File: src/uii_pkg.sv
// constants shared by the interrupt identification block
`default_nettype none
package uii_pkg;
    // register select values
    localparam logic [2:0] RS_RX_BUF   = 3'h0;
    localparam logic [2:0] RS_IRQ_EN   = 3'h1;
    localparam logic [2:0] RS_IRQ_ID   = 3'h2;
    localparam logic [2:0] RS_SCRATCH  = 3'h7;

    // reset values
    localparam logic [3:0] IRQ_EN_RST  = 4'h0;
    localparam logic [7:0] SCRATCH_RST = 8'h00;

    // enable bit positions
    localparam int EN_RX_AVAIL = 0;
    localparam int EN_TX_EMPTY = 1;
    localparam int EN_LINE     = 2;
    localparam int EN_MODEM    = 3;

    // identification register field positions
    localparam int IDF_PEND    = 0;
    localparam int IDF_MODE_LO = 6;

    // identification codes, bits 3..0, bit 0 is pending_n
    localparam logic [3:0] ID_NONE    = 4'h1;
    localparam logic [3:0] ID_LINE    = 4'h6;
    localparam logic [3:0] ID_RX_AVL  = 4'h4;
    localparam logic [3:0] ID_TIMEOUT = 4'hC;
    localparam logic [3:0] ID_TX_EMP  = 4'h2;
    localparam logic [3:0] ID_MODEM   = 4'h0;

    // mode field: character mode / fifo mode
    localparam logic [1:0] MODE_CHAR  = 2'h0;
    localparam logic [1:0] MODE_FIFO  = 2'h3;

    // receive trigger levels in bytes
    localparam logic [4:0] TRIG_LVL0  = 5'h01;
    localparam logic [4:0] TRIG_LVL1  = 5'h04;
    localparam logic [4:0] TRIG_LVL2  = 5'h08;

    // character times of silence before a timeout
    localparam int TIMEOUT_CHARS = 4;
endpackage : uii_pkg
`default_nettype wire

File: src/uii_timeout_if.sv
// carrier between the identification logic and the timeout counter
`timescale 1ns/1ps
`default_nettype none
interface uii_timeout_if;
    logic tick;
    logic activity;
    logic occupied;
    logic clear;
    logic expired;

    modport owner (output tick, output activity, output occupied, output clear, input expired);
    modport timer (input tick, input activity, input occupied, input clear, output expired);
endinterface : uii_timeout_if
`default_nettype wire

File: src/uii_char_timeout.sv
// receive fifo character timeout counter
`timescale 1ns/1ps
`default_nettype none
module uii_char_timeout
    import uii_pkg::*;
#(
    parameter int CHARS = TIMEOUT_CHARS
) (
    input  wire logic   clock,
    input  wire logic   arst_n,
    uii_timeout_if.timer tif
);
    typedef struct packed {
        logic [2:0] cnt;
        logic       expired;
    } uii_tmo_state_t;

    uii_tmo_state_t st_reg;
    uii_tmo_state_t st_next;
    logic           set_evt;

    always_comb begin
        st_next = st_reg;
        set_evt = 1'b0;
        if (tif.activity || !tif.occupied) begin
            st_next.cnt = 3'h0;
        end else if (tif.tick && st_reg.cnt != 3'(CHARS)) begin
            st_next.cnt = st_reg.cnt + 3'h1;
            // expire on the tick that completes the silent interval
            set_evt     = (st_reg.cnt == 3'(CHARS - 1));
        end
        // a new expiry beats a same-cycle clear
        st_next.expired = set_evt ||
                          (st_reg.expired && !tif.clear && tif.occupied);
    end

    always_ff @(posedge clock or negedge arst_n) begin
        if (!arst_n) begin
            st_reg <= '0;
        end else begin
            st_reg <= st_next;
        end
    end

    assign tif.expired = st_reg.expired;

    AST_TMO_NEEDS_SILENCE: assert property (@(posedge clock) disable iff (!arst_n)
        $rose(st_reg.expired) |-> $past(st_reg.cnt) == 3'(CHARS - 1) && $past(tif.occupied))
        else $error("timeout raised without the full silent interval");
endmodule : uii_char_timeout
`default_nettype wire

File: src/uii_irq_ident.sv
// interrupt prioritisation, identification, enable and scratch registers
`timescale 1ns/1ps
`default_nettype none
module uii_irq_ident
    import uii_pkg::*;
#(
    parameter int         CNT_W       = 5,
    parameter logic [4:0] TRIG_LVL3   = 5'h0E
) (
    input  wire logic             clock,
    input  wire logic             arst_n,
    input  wire logic             chip_sel,
    input  wire logic [2:0]       register_select,
    input  wire logic             rd_strobe,
    input  wire logic             wr_strobe,
    input  wire logic [7:0]       wr_data,
    output logic      [7:0]       rd_data,
    input  wire logic             divisor_latch_access,
    input  wire logic             fifo_mode,
    input  wire logic [1:0]       rx_trigger_level,
    input  wire logic             irq_gate,
    input  wire logic [3:0]       line_err_flags,
    input  wire logic             rx_data_ready,
    input  wire logic [CNT_W-1:0] rx_fifo_count,
    input  wire logic             rx_push,
    input  wire logic             rx_pop,
    input  wire logic             char_tick,
    input  wire logic             tx_empty,
    input  wire logic [3:0]       modem_delta,
    output logic                  irq
);
    typedef struct packed {
        logic [3:0] irq_enable_reg;
        logic [7:0] scratch_reg;
        logic [3:0] ident;
        logic       tx_flag;
        logic       tx_prev;
        logic       irq;
    } uii_state_t;

    uii_state_t st_reg;
    uii_state_t st_next;

    uii_timeout_if tmo_if ();

    logic [3:0]       eff_en;
    logic             src_line;
    logic             src_rx;
    logic             src_tmo;
    logic             src_tx;
    logic             src_modem;
    logic [3:0]       live_code;
    logic             id_addressed;
    logic             ier_sel;
    logic             rx_buf_rd;
    logic             tx_hold_wr;
    logic             id_read_tx;
    logic             tx_rise;
    logic [CNT_W-1:0] trig_bytes;

    function automatic logic [CNT_W-1:0] trig_of(input logic [1:0] sel);
        logic [4:0] lvl;
        lvl = TRIG_LVL0;
        if (sel == 2'h1) begin
            lvl = TRIG_LVL1;
        end else if (sel == 2'h2) begin
            lvl = TRIG_LVL2;
        end else if (sel == 2'h3) begin
            lvl = TRIG_LVL3;
        end
        return CNT_W'(lvl);
    endfunction : trig_of

    // fixed priority; timeout ranks second, just above data available
    function automatic logic [3:0] prio_code(input logic line, input logic tmo,
                                             input logic rx, input logic tx,
                                             input logic modem);
        logic [3:0] c;
        c = ID_NONE;
        if (line) begin
            c = ID_LINE;
        end else if (tmo) begin
            c = ID_TIMEOUT;
        end else if (rx) begin
            c = ID_RX_AVL;
        end else if (tx) begin
            c = ID_TX_EMP;
        end else if (modem) begin
            c = ID_MODEM;
        end
        return c;
    endfunction : prio_code

    // bus decode
    assign id_addressed = chip_sel && register_select == RS_IRQ_ID;
    assign ier_sel      = chip_sel && register_select == RS_IRQ_EN && !divisor_latch_access;
    assign rx_buf_rd    = chip_sel && rd_strobe && register_select == RS_RX_BUF
                          && !divisor_latch_access;
    assign tx_hold_wr   = chip_sel && wr_strobe && register_select == RS_RX_BUF
                          && !divisor_latch_access;
    assign id_read_tx   = id_addressed && rd_strobe && st_reg.ident == ID_TX_EMP;

    // timeout counter hookup, only meaningful in fifo mode
    assign tmo_if.tick     = char_tick;
    assign tmo_if.activity = rx_push || rx_pop;
    assign tmo_if.occupied = fifo_mode && rx_fifo_count != '0;
    assign tmo_if.clear    = rx_buf_rd;

    uii_char_timeout #(
        .CHARS (TIMEOUT_CHARS)
    ) u_timeout (
        .clock  (clock),
        .arst_n (arst_n),
        .tif    (tmo_if)
    );

    // the gate masks every enable, so sources keep setting but report nothing
    assign eff_en     = st_reg.irq_enable_reg & {4{irq_gate}};
    assign trig_bytes = trig_of(rx_trigger_level);
    assign src_line   = (|line_err_flags) && eff_en[EN_LINE];
    assign src_rx     = (fifo_mode ? (rx_fifo_count >= trig_bytes) : rx_data_ready)
                        && eff_en[EN_RX_AVAIL];
    assign src_tmo    = tmo_if.expired && eff_en[EN_RX_AVAIL];
    assign src_tx     = st_reg.tx_flag && eff_en[EN_TX_EMPTY];
    assign src_modem  = (|modem_delta) && eff_en[EN_MODEM];
    assign live_code  = prio_code(src_line, src_tmo, src_rx, src_tx, src_modem);
    assign tx_rise    = tx_empty && !st_reg.tx_prev;

    always_comb begin
        st_next         = st_reg;
        st_next.tx_prev = tx_empty;
        // frozen while addressed so software reads one consistent code
        if (!id_addressed) begin
            st_next.ident = live_code;
        end
        // tx empty is an event flag; a fresh empty edge beats the clear
        st_next.tx_flag = tx_rise || (st_reg.tx_flag && !tx_hold_wr && !id_read_tx);
        st_next.irq     = live_code != ID_NONE;
        if (chip_sel && wr_strobe) begin
            if (ier_sel) begin
                st_next.irq_enable_reg = wr_data[3:0];
            end else if (register_select == RS_SCRATCH) begin
                st_next.scratch_reg = wr_data;
            end
        end
    end

    always_ff @(posedge clock or negedge arst_n) begin
        if (!arst_n) begin
            st_reg.irq_enable_reg <= IRQ_EN_RST;
            st_reg.scratch_reg    <= SCRATCH_RST;
            st_reg.ident          <= ID_NONE;
            st_reg.tx_flag        <= 1'b0;
            st_reg.tx_prev        <= 1'b1;
            st_reg.irq            <= 1'b0;
        end else begin
            st_reg <= st_next;
        end
    end

    // read mux; identification ignores the latch bit and takes no writes
    always_comb begin
        rd_data = 8'h00;
        if (ier_sel) begin
            rd_data = {4'h0, st_reg.irq_enable_reg};
        end else if (register_select == RS_IRQ_ID) begin
            rd_data = {(fifo_mode ? MODE_FIFO : MODE_CHAR), 2'h0, st_reg.ident};
        end else if (register_select == RS_SCRATCH) begin
            rd_data = st_reg.scratch_reg;
        end
    end

    assign irq = st_reg.irq;

    AST_LINE_FIRST: assert property (@(posedge clock) disable iff (!arst_n)
        (src_line && !id_addressed) |=> st_reg.ident == ID_LINE)
        else $error("line status not reported at top priority");

    AST_FREEZE: assert property (@(posedge clock) disable iff (!arst_n)
        id_addressed |=> $stable(st_reg.ident))
        else $error("identification changed while addressed");

    AST_ID_READ_ONLY: assert property (@(posedge clock) disable iff (!arst_n)
        (id_addressed && wr_strobe) |=> $stable(st_reg.irq_enable_reg)
                                        && $stable(st_reg.scratch_reg))
        else $error("write at identification select changed a register");

    AST_ID_LAYOUT: assert property (@(posedge clock) disable iff (!arst_n)
        (register_select == RS_IRQ_ID) |-> rd_data[5:4] == 2'h0
            && rd_data[7:IDF_MODE_LO] == (fifo_mode ? MODE_FIFO : MODE_CHAR)
            && rd_data[IDF_PEND] == (st_reg.ident == ID_NONE))
        else $error("identification read layout wrong");

    AST_IER_WRITE: assert property (@(posedge clock) disable iff (!arst_n)
        (ier_sel && wr_strobe) |=> st_reg.irq_enable_reg == $past(wr_data[3:0])
            ##1 (!ier_sel || rd_data[7:4] == 4'h0))
        else $error("enable register write lost");

    AST_IER_LATCHED: assert property (@(posedge clock) disable iff (!arst_n)
        (chip_sel && wr_strobe && register_select == RS_IRQ_EN && divisor_latch_access)
            |=> $stable(st_reg.irq_enable_reg))
        else $error("enable register written under latch access");

    AST_GATE_OFF: assert property (@(posedge clock) disable iff (!arst_n)
        (!irq_gate && !id_addressed) |=> st_reg.ident == ID_NONE && !irq)
        else $error("interrupt reported with output gate clear");

    AST_TX_CLEAR: assert property (@(posedge clock) disable iff (!arst_n)
        (tx_hold_wr && !tx_rise) |=> !st_reg.tx_flag)
        else $error("holding write did not clear tx empty");

    AST_SCRATCH: assert property (@(posedge clock) disable iff (!arst_n)
        (chip_sel && wr_strobe && register_select == RS_SCRATCH)
            |=> st_reg.scratch_reg == $past(wr_data) && $stable(st_reg.irq_enable_reg))
        else $error("scratch write lost or leaked");
endmodule : uii_irq_ident
`default_nettype wire

File: config.mk
export PLATFORM = sky130hd
export DESIGN_NAME = uii_irq_ident
export DESIGN_NICKNAME = d
export VERILOG_FILES = /design/src/uii_pkg.sv /design/src/uii_timeout_if.sv /design/src/uii_char_timeout.sv /design/src/uii_irq_ident.sv
export SDC_FILE = /design/constraint.sdc
export NUM_CORES = 1
export LEC_CHECK = 0
export BUFFER_PORTS_ARGS = -buffer_cell sky130_fd_sc_hd__buf_2
export CORE_MARGIN = 2
export CORE_UTILIZATION = 25
export DETAILED_ROUTE_END_ITERATION = 10
export GPL_TIMING_DRIVEN = 0
export PLACE_DENSITY = 0.56
export SLEW_MARGIN = 25
export SYNTH_ARGS = -nofsm -noshare
export SYNTH_HDL_FRONTEND = slang
export SYNTH_HIERARCHICAL = 1
export SYNTH_SLANG_ARGS = --single-unit
File: constraint.sdc
create_clock -name clock -period 2.4 [get_ports clock]
set_clock_uncertainty 0.2 [all_clocks]
set_input_delay 0 -clock clock [delete_from_list [all_inputs] [get_ports clock]]
set_output_delay 0 -clock clock [all_outputs]
set_load 0.01 [all_outputs]
==> run metrics <==
Worst Setup End Kind register; dominant synthesized flop cell dfrtp_1; drt first-iter violations 53; die footprint 6000 um2; max incr delay on CP 0.57 ns; cell breakdown of the critical path dlygate4sd3_1, buf_2, or2_2, dlygate4sd3_1, nand4b_1, dlygate4sd3_1, o21ai_1; buffers added on ports 47; CP Launch Type input pin; DP HPWL 2.69 mm; CTS Buf Count 3; Switching Share 0.270; total chip power 0.989 mW; Synth top cells by count dfrtp_1 (21), inv_1 (13), nand2_1 (9); slew margin rel. 0.652; Initial Util 0.261; Max Clk Rate 440 MHz; Fillers 526; CP Data Arrival Time 2.27 ns; Flop pwr share 0.503; P_sw 0.267 mW; Setup TNS 0 ns; Synth area leader dfrtp_1; Mean Syn Cell Area 10.8 um2; die extent in y 77.5 um; DRC violations left 0; Max Cap Viol 0; clock share of power 0.250; CTS H-Tree Depth 1; ys async rst share 1.00; worst skew pair latency 0.27 ns; Detailed Routing Iterations Pass 1 4; Post-synth EDFFs 0; crit path max fanout 2; number of gates resized after cts 0; Detail Route Antenna Nets 0; ratio of cells with drive above 1 in the final layout 0.371; logic gate share of total power 0.247; clock slew at reported path FFs 0.09 ns; CTS tree built; Power Density 500 nW/um2; post-synthesis cell type count 42; synth top area cells dfrtp_1 (39%), mux2_2 (6.7%), ha_1 (6.5%), mux2_4 (4.5%), dfstp_2 (3.9%); Yosys top cell area share 0.390; Vias/cell 4.53; leakage power 1.01 nW; fin nets 249; critical path type in2reg; final period demand of the worst path 2.27 ns; Tcrit/Tclk final 0.948; Crit path required time 2.39 ns; all-layer global routing usage 0.119; Post-Route WL 3.48 mm; worst-margin pin slew 0.522 ns; Pint 0.722 mW; routability congestion estimate 0.855; largest net degree at the start of global routing 24; flops & latches, synth 23; Final Setup Violations 0; Bufs and invs on worst path 4; HP Class in2async; Max Slew Vio Count 0; status finished clean; initial antenna violation count 0; count leader, synth dfrtp_1; Syn. warnings 6; core footprint 5170 um2; cell area after synthesis 1350 um2; drt wl/cell 12.8 um; Slowest-stage cell, CP dlygate4sd3_1; clock sink count 23; RSZ-0062 raised after global routing no; maximum vdd ir drop 280 uV; sequential area share after synthesis 0.429; Top Family by Delay on Critical Path buffers and inverters; Core Rows 26; root buf cell clkbuf_8; clk buf depth 2; critical path's most frequent cell dlygate4sd3_1; GRT overflow 0; vias in the first global route 1316; max FFs per register 18; CTS Hold Buffers Added 26; number of setup buffers added after CTS 0; cells after synthesis 125; syn_nets 171; I/O Pins 48; Die Span X 77.5 um; first-pass GRT wire length 5.82 mm; final hold viol count 0; Vias 1233; antenna fix cells 0; Syn-to-layout area delta 46.7%
## final timing paths
kind	cells after the start	end	slack [ns]	from
min reg2reg	1	st_reg[11]	0.31	st_reg[11]
max	7	u_timeout/tif.expired	0.13	rx_push
max in group asynchronous	2	st_reg[3]	1.60	arst_n
min	2	st_reg[12]	0.03	arst_n
max reg2reg	4	st_reg[2]	0.42	st_reg[6]
min in group clock	4	u_timeout/st_reg[1]	0.07	rx_fifo_count[3]
## metrics by stage
stage	std cells	hold WS, ns	utilization	setup WS [ns]	instance area (um2)
floorplan	125	-0.496	-	0.732	1350
global placement	242	-0.193	0.323	0.547	1670
detailed placement	242	-0.185	0.323	0.534	1670
CTS	272	0.0461	0.382	0.160	1980
global route	272	0.0615	0.382	0.0827	1980
finish	272	0.0350	0.382	0.125	1980
## placed cells by master (no fill, tap or decap), types with 4 or more instances in the layout
master	instances
dlygate4sd3_1	26
ha_1	7
mux2_4	4
buf_2	49
nand2_1	9
inv_1	13
mux2_2	8
dfrtp_1	21
a222oi_1	4
nor2_1	5
## layout make-up
type | instances | area [um2] | share of cell area
clock inverter | 1 | 5.00 | 0.00253
inverter | 13 | 48.8 | 0.0247
multi-input combinational | 87 | 712 | 0.360
clock buffer | 3 | 41.3 | 0.0209
tap | 70 | 87.6 | 0.0443
timing repair buffer | 73 | 495 | 0.250
buffer | 2 | 10.0 | 0.00506
sequential | 23 | 578 | 0.292
## kinds of logic after synthesis
| group | share of synthesized area |
|---|---|
| multiplexers | 0.126 |
| AO/OA/AOI/OAI | 0.131 |
| XOR/XNOR | 0.00649 |
| AND/OR/NAND/NOR | 0.199 |
| flip-flops | 0.429 |
| adder cells (fa/ha/maj) | 0.0649 |
| buffers and inverters | 0.0436 |
## power by group through the flow
stage	logic (mW)	registers (mW)	clock network, mW
3_5_place_dp	0.201	0.505	0
5_1_grt	0.271	0.506	0.273
4_1_cts	0.247	0.497	0.257
6_report	0.244	0.497	0.247
2_1_floorplan	0.121	0.491	0
3_3_place_gp	0.198	0.502	0
## routing by layer
layer / track usage / wire (um) / share of wire
met2: 0.219 / 1760 / 0.51
met3: 0.0116 / 94 / 0.027
met4: 0.0375 / 38 / 0.011
met1: 0.146 / 1590 / 0.46
met5: 0 / 0 / 0
No activity file was read; power rests on OpenSTA's default activity.
